File: src/psw_pkg.sv
// Behaviour
// - status1 bit0: ready to start, pulses inhibited
// - status1 bit1: switched on, no fault
// - status1 bit2: operation enabled, follows setpoint
// - status1 bit3: fault present, acknowledge clears
// - status1 bit4: coast stop not active
// - status1 bit5: quick stop not active
// - status1 bit6: lockout until ramp stop, on
// - status1 bit7: alarm present, no acknowledge
// - status1 bit8: following error within tolerance
// - status1 bit9: control requested from automation
// - status1 bit10: target position reached
// - status1 bit11: axis referenced
// - status1 bit12 rises: traversing block acknowledged
// - status1 bit13: setpoint stationary
// - control2 bits1:0 select drive parameter set
// - control2 bit7 selects parking axis
// - control2 bits15:12 carry master life counter
// - status2 bits1:0 effective parameter set
// - status2 bits6:5 alarm class
// - status2 bit8 travel to fixed stop
// - status2 bits15:12 slave life counter
package psw_pkg;
   localparam int WORD_W = 16;
   localparam int LIFE_W = 4;
   // control word one bit positions
   localparam int C1_ON = 0;
   localparam int C1_NO_COAST = 1;
   localparam int C1_NO_QUICK = 2;
   localparam int C1_ENABLE = 3;
   localparam int C1_ACK = 7;
   // control word two fields
   localparam int C2_SET_LO = 0;
   localparam int C2_PARK = 7;
   localparam int C2_LIFE_LO = 12;
   // status word one bit positions
   localparam int S1_RTS = 0;
   localparam int S1_READY = 1;
   localparam int S1_ENABLED = 2;
   localparam int S1_FAULT = 3;
   localparam int S1_NO_COAST = 4;
   localparam int S1_NO_QUICK = 5;
   localparam int S1_LOCKOUT = 6;
   localparam int S1_ALARM = 7;
   localparam int S1_FOLLOW_OK = 8;
   localparam int S1_CTRL_REQ = 9;
   localparam int S1_TARGET = 10;
   localparam int S1_REFERENCED = 11;
   localparam int S1_BLOCK_ACK = 12;
   localparam int S1_STILL = 13;
   // status word two fields
   localparam int S2_SET_LO = 0;
   localparam int S2_CLASS_LO = 5;
   localparam int S2_FIXED_STOP = 8;
   localparam int S2_PULSES = 10;
   localparam int S2_LIFE_LO = 12;
   // controller register map, byte addresses
   localparam logic [7:0] REG_CTL_FIRST = 8'h00;
   localparam logic [7:0] REG_CTL_SECOND = 8'h04;
   localparam logic [7:0] REG_STAT_FIRST = 8'h08;
   localparam logic [7:0] REG_STAT_SECOND = 8'h0c;
   localparam logic [7:0] REG_LIFE = 8'h10;
   localparam logic [7:0] REG_PERIOD = 8'h14;
   // reset values and control word two write mask
   localparam logic [15:0] CTL_FIRST_RST = 16'h0000;
   localparam logic [15:0] CTL_SECOND_RST = 16'h0000;
   localparam logic [15:0] PERIOD_RST = 16'h0064;
   localparam logic [15:0] CTL_SECOND_MASK = 16'h0083;
   // drive states, gray along lockout-start-ready-enabled
   typedef enum logic [2:0] {
      ST_LOCK = 3'h0,
      ST_START = 3'h1,
      ST_READY = 3'h3,
      ST_ENABLED = 3'h2,
      ST_FAULT = 3'h6
   } psw_state_e;
endpackage

File: src/psw_link_if.sv
`timescale 1ns/1ps
// cyclic telegram exchange between controller and drive
interface psw_link_if;
   logic tel_strobe;
   logic [15:0] ctl_first;
   logic [15:0] ctl_second;
   logic stat_valid;
   logic [15:0] stat_first;
   logic [15:0] stat_second;
   modport dev (
      input tel_strobe,
      input ctl_first,
      input ctl_second,
      output stat_valid,
      output stat_first,
      output stat_second
   );
   modport ctl (
      output tel_strobe,
      output ctl_first,
      output ctl_second,
      input stat_valid,
      input stat_first,
      input stat_second
   );
endinterface

File: src/psw_drive_end.sv
`timescale 1ns/1ps
module psw_drive_end
   import psw_pkg::*;
(
   // clock and reset
   input wire logic CLK,
   input wire logic RESET_N,
   // telegram link
   psw_link_if.dev LINK,
   // drive state inputs
   input wire logic ELECTRONICS_READY,
   input wire logic FAULT_IN,
   input wire logic ALARM_IN,
   input wire logic [1:0] ALARM_CLASS,
   input wire logic FOLLOW_ERR_OK,
   input wire logic CONTROL_REQUEST,
   input wire logic TARGET_REACHED,
   input wire logic REFERENCED,
   input wire logic BLOCK_ACTIVE,
   input wire logic SETPOINT_STILL,
   input wire logic FIXED_STOP_TRAVEL,
   // drive command outputs
   output logic PULSES_ENABLED,
   output logic [1:0] PARAM_SET,
   output logic PARK_AXIS,
   output logic MASTER_LIFE_FAULT
);
   psw_state_e state_reg;
   psw_state_e state_next;
   logic fault_reg;
   logic ack_prev_reg;
   logic [1:0] set_reg;
   logic park_reg;
   logic [LIFE_W-1:0] slave_life_reg;
   logic [LIFE_W-1:0] master_prev_reg;
   logic master_seen_reg;
   logic life_fault_reg;
   logic valid_reg;
   logic [15:0] stat1_reg;
   logic [15:0] stat2_reg;
   logic block_prev_reg;

   // control word fields, taken only while the strobe is high
   wire tel = LINK.tel_strobe;
   wire cmd_on = LINK.ctl_first[C1_ON];
   wire no_coast = LINK.ctl_first[C1_NO_COAST];
   wire no_quick = LINK.ctl_first[C1_NO_QUICK];
   wire cmd_enable = LINK.ctl_first[C1_ENABLE];
   wire ack_bit = LINK.ctl_first[C1_ACK];
   wire ack_rise = tel && ack_bit && !ack_prev_reg;
   wire stops_ok = no_coast && no_quick;
   wire [1:0] set_sel = LINK.ctl_second[C2_SET_LO +: 2];
   wire [LIFE_W-1:0] master_life = LINK.ctl_second[C2_LIFE_LO +: LIFE_W];
   wire [LIFE_W-1:0] master_expect = master_prev_reg + 4'h1;
   wire life_bad = master_seen_reg && (master_life != master_expect);

   // the stop commands last received, needed for stop flags between telegrams
   logic coast_seen_reg;
   logic quick_seen_reg;

   // drive state sequence, stepped by commands once per telegram, by a fault or lost electronics in any cycle
   always_comb begin
      state_next = state_reg;
      if (!ELECTRONICS_READY) begin
         state_next = ST_LOCK;
      end else if (fault_reg) begin
         state_next = ST_FAULT;
      end else if (tel) begin
         case (state_reg)
            ST_FAULT: begin
               state_next = ST_LOCK;
            end
            ST_LOCK: begin
               // leave lockout only with the on command withdrawn
               if (!cmd_on && stops_ok) begin
                  state_next = ST_START;
               end
            end
            ST_START: begin
               if (!stops_ok) begin
                  state_next = ST_LOCK;
               end else if (cmd_on) begin
                  state_next = ST_READY;
               end
            end
            ST_READY: begin
               if (!stops_ok) begin
                  state_next = ST_LOCK;
               end else if (!cmd_on) begin
                  state_next = ST_START;
               end else if (cmd_enable) begin
                  state_next = ST_ENABLED;
               end
            end
            ST_ENABLED: begin
               if (!stops_ok) begin
                  state_next = ST_LOCK;
               end else if (!cmd_on) begin
                  state_next = ST_START;
               end else if (!cmd_enable) begin
                  state_next = ST_READY;
               end
            end
            default: begin
               state_next = ST_LOCK;
            end
         endcase
      end
   end

   always_ff @(posedge CLK or negedge RESET_N) begin
      if (!RESET_N) begin
         state_reg <= ST_LOCK;
      end else begin
         state_reg <= state_next;
      end
   end

   // fault latch: a new fault wins over an acknowledge in the same cycle
   wire fault_next = FAULT_IN || (fault_reg && !ack_rise);

   always_ff @(posedge CLK or negedge RESET_N) begin
      if (!RESET_N) begin
         fault_reg <= 1'b0;
         ack_prev_reg <= 1'b0;
      end else begin
         fault_reg <= fault_next;
         if (tel) begin
            ack_prev_reg <= ack_bit;
         end
      end
   end

   // stop commands held from the last telegram
   always_ff @(posedge CLK or negedge RESET_N) begin
      if (!RESET_N) begin
         coast_seen_reg <= 1'b0;
         quick_seen_reg <= 1'b0;
      end else if (tel) begin
         coast_seen_reg <= no_coast;
         quick_seen_reg <= no_quick;
      end
   end

   // parameter set changes only while pulses are off, avoiding a switch
   // of motor data under current
   always_ff @(posedge CLK or negedge RESET_N) begin
      if (!RESET_N) begin
         set_reg <= 2'h0;
         park_reg <= 1'b0;
      end else if (tel) begin
         park_reg <= LINK.ctl_second[C2_PARK];
         if (state_reg != ST_ENABLED) begin
            set_reg <= set_sel;
         end
      end
   end

   // slave counter advances and master counter is checked per telegram
   always_ff @(posedge CLK or negedge RESET_N) begin
      if (!RESET_N) begin
         slave_life_reg <= 4'h0;
         master_prev_reg <= 4'h0;
         master_seen_reg <= 1'b0;
         life_fault_reg <= 1'b0;
      end else if (tel) begin
         slave_life_reg <= slave_life_reg + 4'h1;
         master_prev_reg <= master_life;
         master_seen_reg <= 1'b1;
         life_fault_reg <= life_bad;
      end
   end

   // status word one built from the state before this telegram
   logic [15:0] s1;
   logic [15:0] s2;
   always_comb begin
      s1 = 16'h0000;
      s1[S1_RTS] = (state_reg == ST_START);
      s1[S1_READY] = (state_reg == ST_READY) ||
                     (state_reg == ST_ENABLED);
      s1[S1_ENABLED] = (state_reg == ST_ENABLED);
      s1[S1_FAULT] = fault_reg;
      s1[S1_NO_COAST] = coast_seen_reg;
      s1[S1_NO_QUICK] = quick_seen_reg;
      s1[S1_LOCKOUT] = (state_reg == ST_LOCK);
      s1[S1_ALARM] = ALARM_IN;
      s1[S1_FOLLOW_OK] = FOLLOW_ERR_OK;
      s1[S1_CTRL_REQ] = CONTROL_REQUEST;
      s1[S1_TARGET] = TARGET_REACHED;
      s1[S1_REFERENCED] = REFERENCED;
      s1[S1_BLOCK_ACK] = block_prev_reg;
      s1[S1_STILL] = SETPOINT_STILL;
   end

   // status word two; alarm class reads zero with no alarm pending
   always_comb begin
      s2 = 16'h0000;
      s2[S2_SET_LO +: 2] = set_reg;
      s2[S2_CLASS_LO +: 2] = ALARM_IN ? ALARM_CLASS : 2'h0;
      s2[S2_FIXED_STOP] = FIXED_STOP_TRAVEL;
      s2[S2_PULSES] = (state_reg == ST_ENABLED);
      s2[S2_LIFE_LO +: LIFE_W] = slave_life_reg;
   end

   // reply one cycle after each telegram; block flag follows the input
   // so a fresh block shows as a rising edge at the controller
   always_ff @(posedge CLK or negedge RESET_N) begin
      if (!RESET_N) begin
         valid_reg <= 1'b0;
         stat1_reg <= 16'h0000;
         stat2_reg <= 16'h0000;
         block_prev_reg <= 1'b0;
      end else begin
         valid_reg <= tel;
         block_prev_reg <= BLOCK_ACTIVE;
         if (tel) begin
            stat1_reg <= s1;
            stat2_reg <= s2;
         end
      end
   end

   assign LINK.stat_valid = valid_reg;
   assign LINK.stat_first = stat1_reg;
   assign LINK.stat_second = stat2_reg;

   // drive command outputs
   logic pulses_reg;
   always_ff @(posedge CLK or negedge RESET_N) begin
      if (!RESET_N) begin
         pulses_reg <= 1'b0;
      end else begin
         pulses_reg <= (state_next == ST_ENABLED);
      end
   end

   assign PULSES_ENABLED = pulses_reg;
   assign PARAM_SET = set_reg;
   assign PARK_AXIS = park_reg;
   assign MASTER_LIFE_FAULT = life_fault_reg;
endmodule

File: src/flat_wrapper.sv
// flat-port wrapper written by rule: the top's interface ports become plain ports
module psw_drive_end_flat import psw_pkg::*;
  (CLK, RESET_N, ELECTRONICS_READY, FAULT_IN, ALARM_IN, ALARM_CLASS, FOLLOW_ERR_OK, CONTROL_REQUEST, TARGET_REACHED, REFERENCED, BLOCK_ACTIVE, SETPOINT_STILL, FIXED_STOP_TRAVEL, PULSES_ENABLED, PARAM_SET, PARK_AXIS, MASTER_LIFE_FAULT, LINK_tel_strobe, LINK_ctl_first, LINK_ctl_second, LINK_stat_valid, LINK_stat_first, LINK_stat_second);
  psw_link_if LINK_i ();
  input wire logic CLK;
  input wire logic RESET_N;
  input wire logic ELECTRONICS_READY;
  input wire logic FAULT_IN;
  input wire logic ALARM_IN;
  input wire logic [1:0] ALARM_CLASS;
  input wire logic FOLLOW_ERR_OK;
  input wire logic CONTROL_REQUEST;
  input wire logic TARGET_REACHED;
  input wire logic REFERENCED;
  input wire logic BLOCK_ACTIVE;
  input wire logic SETPOINT_STILL;
  input wire logic FIXED_STOP_TRAVEL;
  output logic PULSES_ENABLED;
  output logic [1:0] PARAM_SET;
  output logic PARK_AXIS;
  output logic MASTER_LIFE_FAULT;
  input wire logic [$bits(LINK_i.tel_strobe)-1:0] LINK_tel_strobe;
  input wire logic [$bits(LINK_i.ctl_first)-1:0] LINK_ctl_first;
  input wire logic [$bits(LINK_i.ctl_second)-1:0] LINK_ctl_second;
  output wire logic [$bits(LINK_i.stat_valid)-1:0] LINK_stat_valid;
  output wire logic [$bits(LINK_i.stat_first)-1:0] LINK_stat_first;
  output wire logic [$bits(LINK_i.stat_second)-1:0] LINK_stat_second;
  assign LINK_i.tel_strobe = LINK_tel_strobe;
  assign LINK_i.ctl_first = LINK_ctl_first;
  assign LINK_i.ctl_second = LINK_ctl_second;
  assign LINK_stat_valid = LINK_i.stat_valid;
  assign LINK_stat_first = LINK_i.stat_first;
  assign LINK_stat_second = LINK_i.stat_second;
  psw_drive_end u_core (.CLK(CLK), .RESET_N(RESET_N), .LINK(LINK_i), .ELECTRONICS_READY(ELECTRONICS_READY), .FAULT_IN(FAULT_IN), .ALARM_IN(ALARM_IN), .ALARM_CLASS(ALARM_CLASS), .FOLLOW_ERR_OK(FOLLOW_ERR_OK), .CONTROL_REQUEST(CONTROL_REQUEST), .TARGET_REACHED(TARGET_REACHED), .REFERENCED(REFERENCED), .BLOCK_ACTIVE(BLOCK_ACTIVE), .SETPOINT_STILL(SETPOINT_STILL), .FIXED_STOP_TRAVEL(FIXED_STOP_TRAVEL), .PULSES_ENABLED(PULSES_ENABLED), .PARAM_SET(PARAM_SET), .PARK_AXIS(PARK_AXIS), .MASTER_LIFE_FAULT(MASTER_LIFE_FAULT));
endmodule
File: config.mk
export PLATFORM = sky130hd
export DESIGN_NAME = psw_drive_end_flat
export DESIGN_NICKNAME = d
export VERILOG_FILES = /design/src/psw_pkg.sv /design/src/psw_link_if.sv /design/src/psw_drive_end.sv /design/src/flat_wrapper.sv
export SDC_FILE = /design/constraint.sdc
export NUM_CORES = 1
export LEC_CHECK = 0
export ABC_CLOCK_PERIOD_IN_PS = 2890
export BUFFER_PORTS_ARGS = -buffer_cell sky130_fd_sc_hd__clkbuf_2
export CAP_MARGIN = 20
export CORE_MARGIN = 2
export CORE_UTILIZATION = 40
export CTS_CLUSTER_SIZE = 24
export DETAILED_ROUTE_END_ITERATION = 8
export PLACE_DENSITY = 0.69
export SYNTH_ARGS = -nofsm -noshare
export SYNTH_HDL_FRONTEND = slang
export SYNTH_SLANG_ARGS = --single-unit
export TNS_END_PERCENT = 50
File: constraint.sdc
create_clock -name CLK -period 2.89 [get_ports CLK]
set_input_delay 0.289 -clock CLK [delete_from_list [all_inputs] [get_ports CLK]]
set_output_delay 0.289 -clock CLK [all_outputs]
set_load 0.05 [all_outputs]
==> reports/metrics.cfg <==
[outcome]
outcome = finished, final reports clean

[detailed_routing]
wire_per_inst_um = 11.7
route.antenna.remaining_nets = 0
drt_drc_violations_left = 0
via_per_inst = 4.58
vias = 1231
dr.first_iter.drc_count = 43
wl_um = 3150
first_pass_iters = 4

[clocking]
post_cts_buffers = 0
clk_lat_worst_skew_ns = 0.29
cts_buffers = 5
number_of_instances_resized_during_post_cts_repair = 0
clock_sinks = 46
hold_bufs_inserted_after_cts = 0
clock_pin_transition_on_the_worst_setup_and_hold_timing_paths_ns = 0.08
number_of_h_tree_levels = 2
clock_tree_root_buffer_cell = clkbuf_8
cts-root-to-sink-buffers = 2
cts_tree = yes

[worst_hold_path]
worst_hold_path_type = input port to asynchronous set/reset pin

[yosys]
syn-instance-count = 145
flip_flop_cell_with_the_highest_count_after_synthesis = dfrtp_1
mappedNetlistArea_mm2 = 0.00196
synth-seq-area-share = 0.587
synth_edf_count = 0
post_synth_num_cell_types = 33
synthesis.area_per_instance_um2 = 13.5
netlist.top_cell.by_area = dfrtp_1
post_synth_main_area_contributors = dfrtp_1 (59%), mux2_1 (15%), buf_4 (4.2%)
synth-seq-cells = 46
share_of_flip_flops_with_an_asynchronous_set_or_reset = 1.00
synth_largest_type_area_fraction = 0.587
synth-warning-count = 0

[timing]
fin_skew_ns = 0.00776
report.final.slew_viol_count = 0
finalSetupViolCount = 0
fmax_mhz = 714
timing.slew.headroom = 0.520
timing.final.hold_violations = 0
setup_total_negative_slack_ns = 0
final.min_clock_period_ns = 1.40
setup_repair_after_global_routing_missed_its_margin = no
final_min_period_over_clock_period = 0.484
timing_worst_slew_pin_value_ns = 0.720

[critical_path]
critPathMaxFanout = 32
critPathArrivalTime_ns = 1.58
crit_path_start = LINK_tel_strobe
critical_path_required_ns = 3.07
rr_startpoint = u_core.state_reg[2]
critPathSlowestCell = clkbuf_2
path_cells = clkbuf_2, buf_4, o21ai_2, mux2_1
r2r_setup_slack_ns = 1.61
critical_path.reg2reg.endpoint = u_core.PARAM_SET[1]
path_buf_inv = 2
timing.reg2reg.worst_path_depth = 3
critical_path.max_stage_delay_ns = 0.55
worstSetupStartpointType = input port
crit_family = buffers and inverters
critical_path_class = input port to flop
cp-end-kind = flop

[finish]
drive_above_1_share = 0.351
final_cell_mix = clkbuf_2 (56), dfrtp_1 (46), mux2_1 (27), conb_1 (8), nand2_1 (7)
largest_register_ff_count = 14
final_design_area_no_fill_mm2 = 0.00238
fill_cells = 418
flow.area_growth_from_synthesis_pct = 21.5
finish.net_count = 250
layout.cells.most_common = clkbuf_2
insertedDiodeCount = 0

[floorplanning]
floorplan.initialDensity = 0.415
coreArea_mm2 = 0.00472
dieHeight_um = 74.0
num_io_pins = 85
fp.dieW_um = 74.0
dieArea_mm2 = 0.00548
num_rows = 25

[global_route]
grt_pass1_wl_um = 5370
global_route_total_usage_across_every_layer = 0.131
number_of_antenna_violations_at_the_first_check_in_global_routing = 0
global_route.overflow_total = 0
grt_start_max_net_pins = 33
number_of_global_route_vias_before_repair = 1200

[place]
detailed_place_hpwl_um = 2370
port_buffers = 56
detailed_place.area_mm2 = 0.00224
gp_routability_congestion = 0.764

[power]
leakagePower_uw = 0.00114
power.density_mw_per_mm2 = 804
peakVddDrop_v = 0.000351

[run]
maxCapViolations = 0

worst max path at each step:
stage / depth (start not counted) / end
2_1_floorplan: 4 / u_core.MASTER_LIFE_FAULT
3_3_place_gp: 4 / u_core.PARAM_SET[0]
3_5_place_dp: 4 / u_core.PARAM_SET[0]
4_1_cts: 4 / u_core.PARAM_SET[1]
5_1_grt: 4 / u_core.PARAM_SET[1]
6_report: 4 / u_core.PARAM_SET[1]
synthesized netlist by cell type, drive strengths merged (3+ instances only):
library cell,count
nand2,7
mux2,27
buf,16
dfrtp,46
xor2,3
nand2b,3
inv,6
o21ai,6
nand3,3
xnor2,6
worst reg2reg max path, delay by kind of cell (launching register included):
family	cells	cell delay, ns
flip-flops	1	0.45
multiplexers	1	0.34
AND/OR/NAND/NOR	1	0.21
AO/OA/AOI/OAI	1	0.17
stage by stage:
stage / cells / hold WS, ns / setup WS (ns) / power [uW] / utilization
global route: 269 / 0.0605 / 1.41 / 2020 / 0.505
detailed placement: 261 / 0.354 / 1.14 / 1370 / 0.474
global placement: 261 / 0.353 / 1.15 / 1350 / 0.474
finish: 269 / 0.000584 / 1.49 / 1920 / 0.505
CTS: 269 / 0.0264 / 1.46 / 1940 / 0.505
floorplan: 152 / -0.00659 / 1.67 / 1240 / -
cell families (layout without fill, tap and decap cells):
logic type	count (synthesis)	in the layout	synth area share
other	1	8	0.00191
DFF	46	46	0.587
muxes	28	28	0.160
adders and majority gates	2	2	0.0128
and+or+nand+nor	21	21	0.0574
AOI/OAI and AO/OA	16	16	0.0650
buffers and inverters	22	72	0.0759
xor gates and xnor gates	9	9	0.0402
layer usage:
layer	share of wire	wire length [um]	global-route usage	vias up
li1	-	-	-	590
met1	0.43	1360	0.158	582
met2	0.47	1470	0.206	52
met3	0.082	257	0.0515	7
met4	0.018	56	0.0606	0
met5	0	0	0	-
final cells by class:
| cell class | instances | area, um2 | share of cell area |
|---|---|---|---|
| timing repair buffer | 58 | 295 | 0.124 |
| tap | 67 | 83.8 | 0.0352 |
| clock buffer | 6 | 82.6 | 0.0346 |
| sequential | 46 | 1150 | 0.483 |
| inverter | 6 | 22.5 | 0.00945 |
| multi-input combinational | 84 | 688 | 0.289 |
| clock inverter | 2 | 60.1 | 0.0252 |
power by group:
group	total [uW]	switching [uW]	internal (uW)
Sequential	825	72.5	752
Combinational	518	371	147
Clock	573	205	369
Total	1920	648	1270
Power figures use the tool's default switching activity.
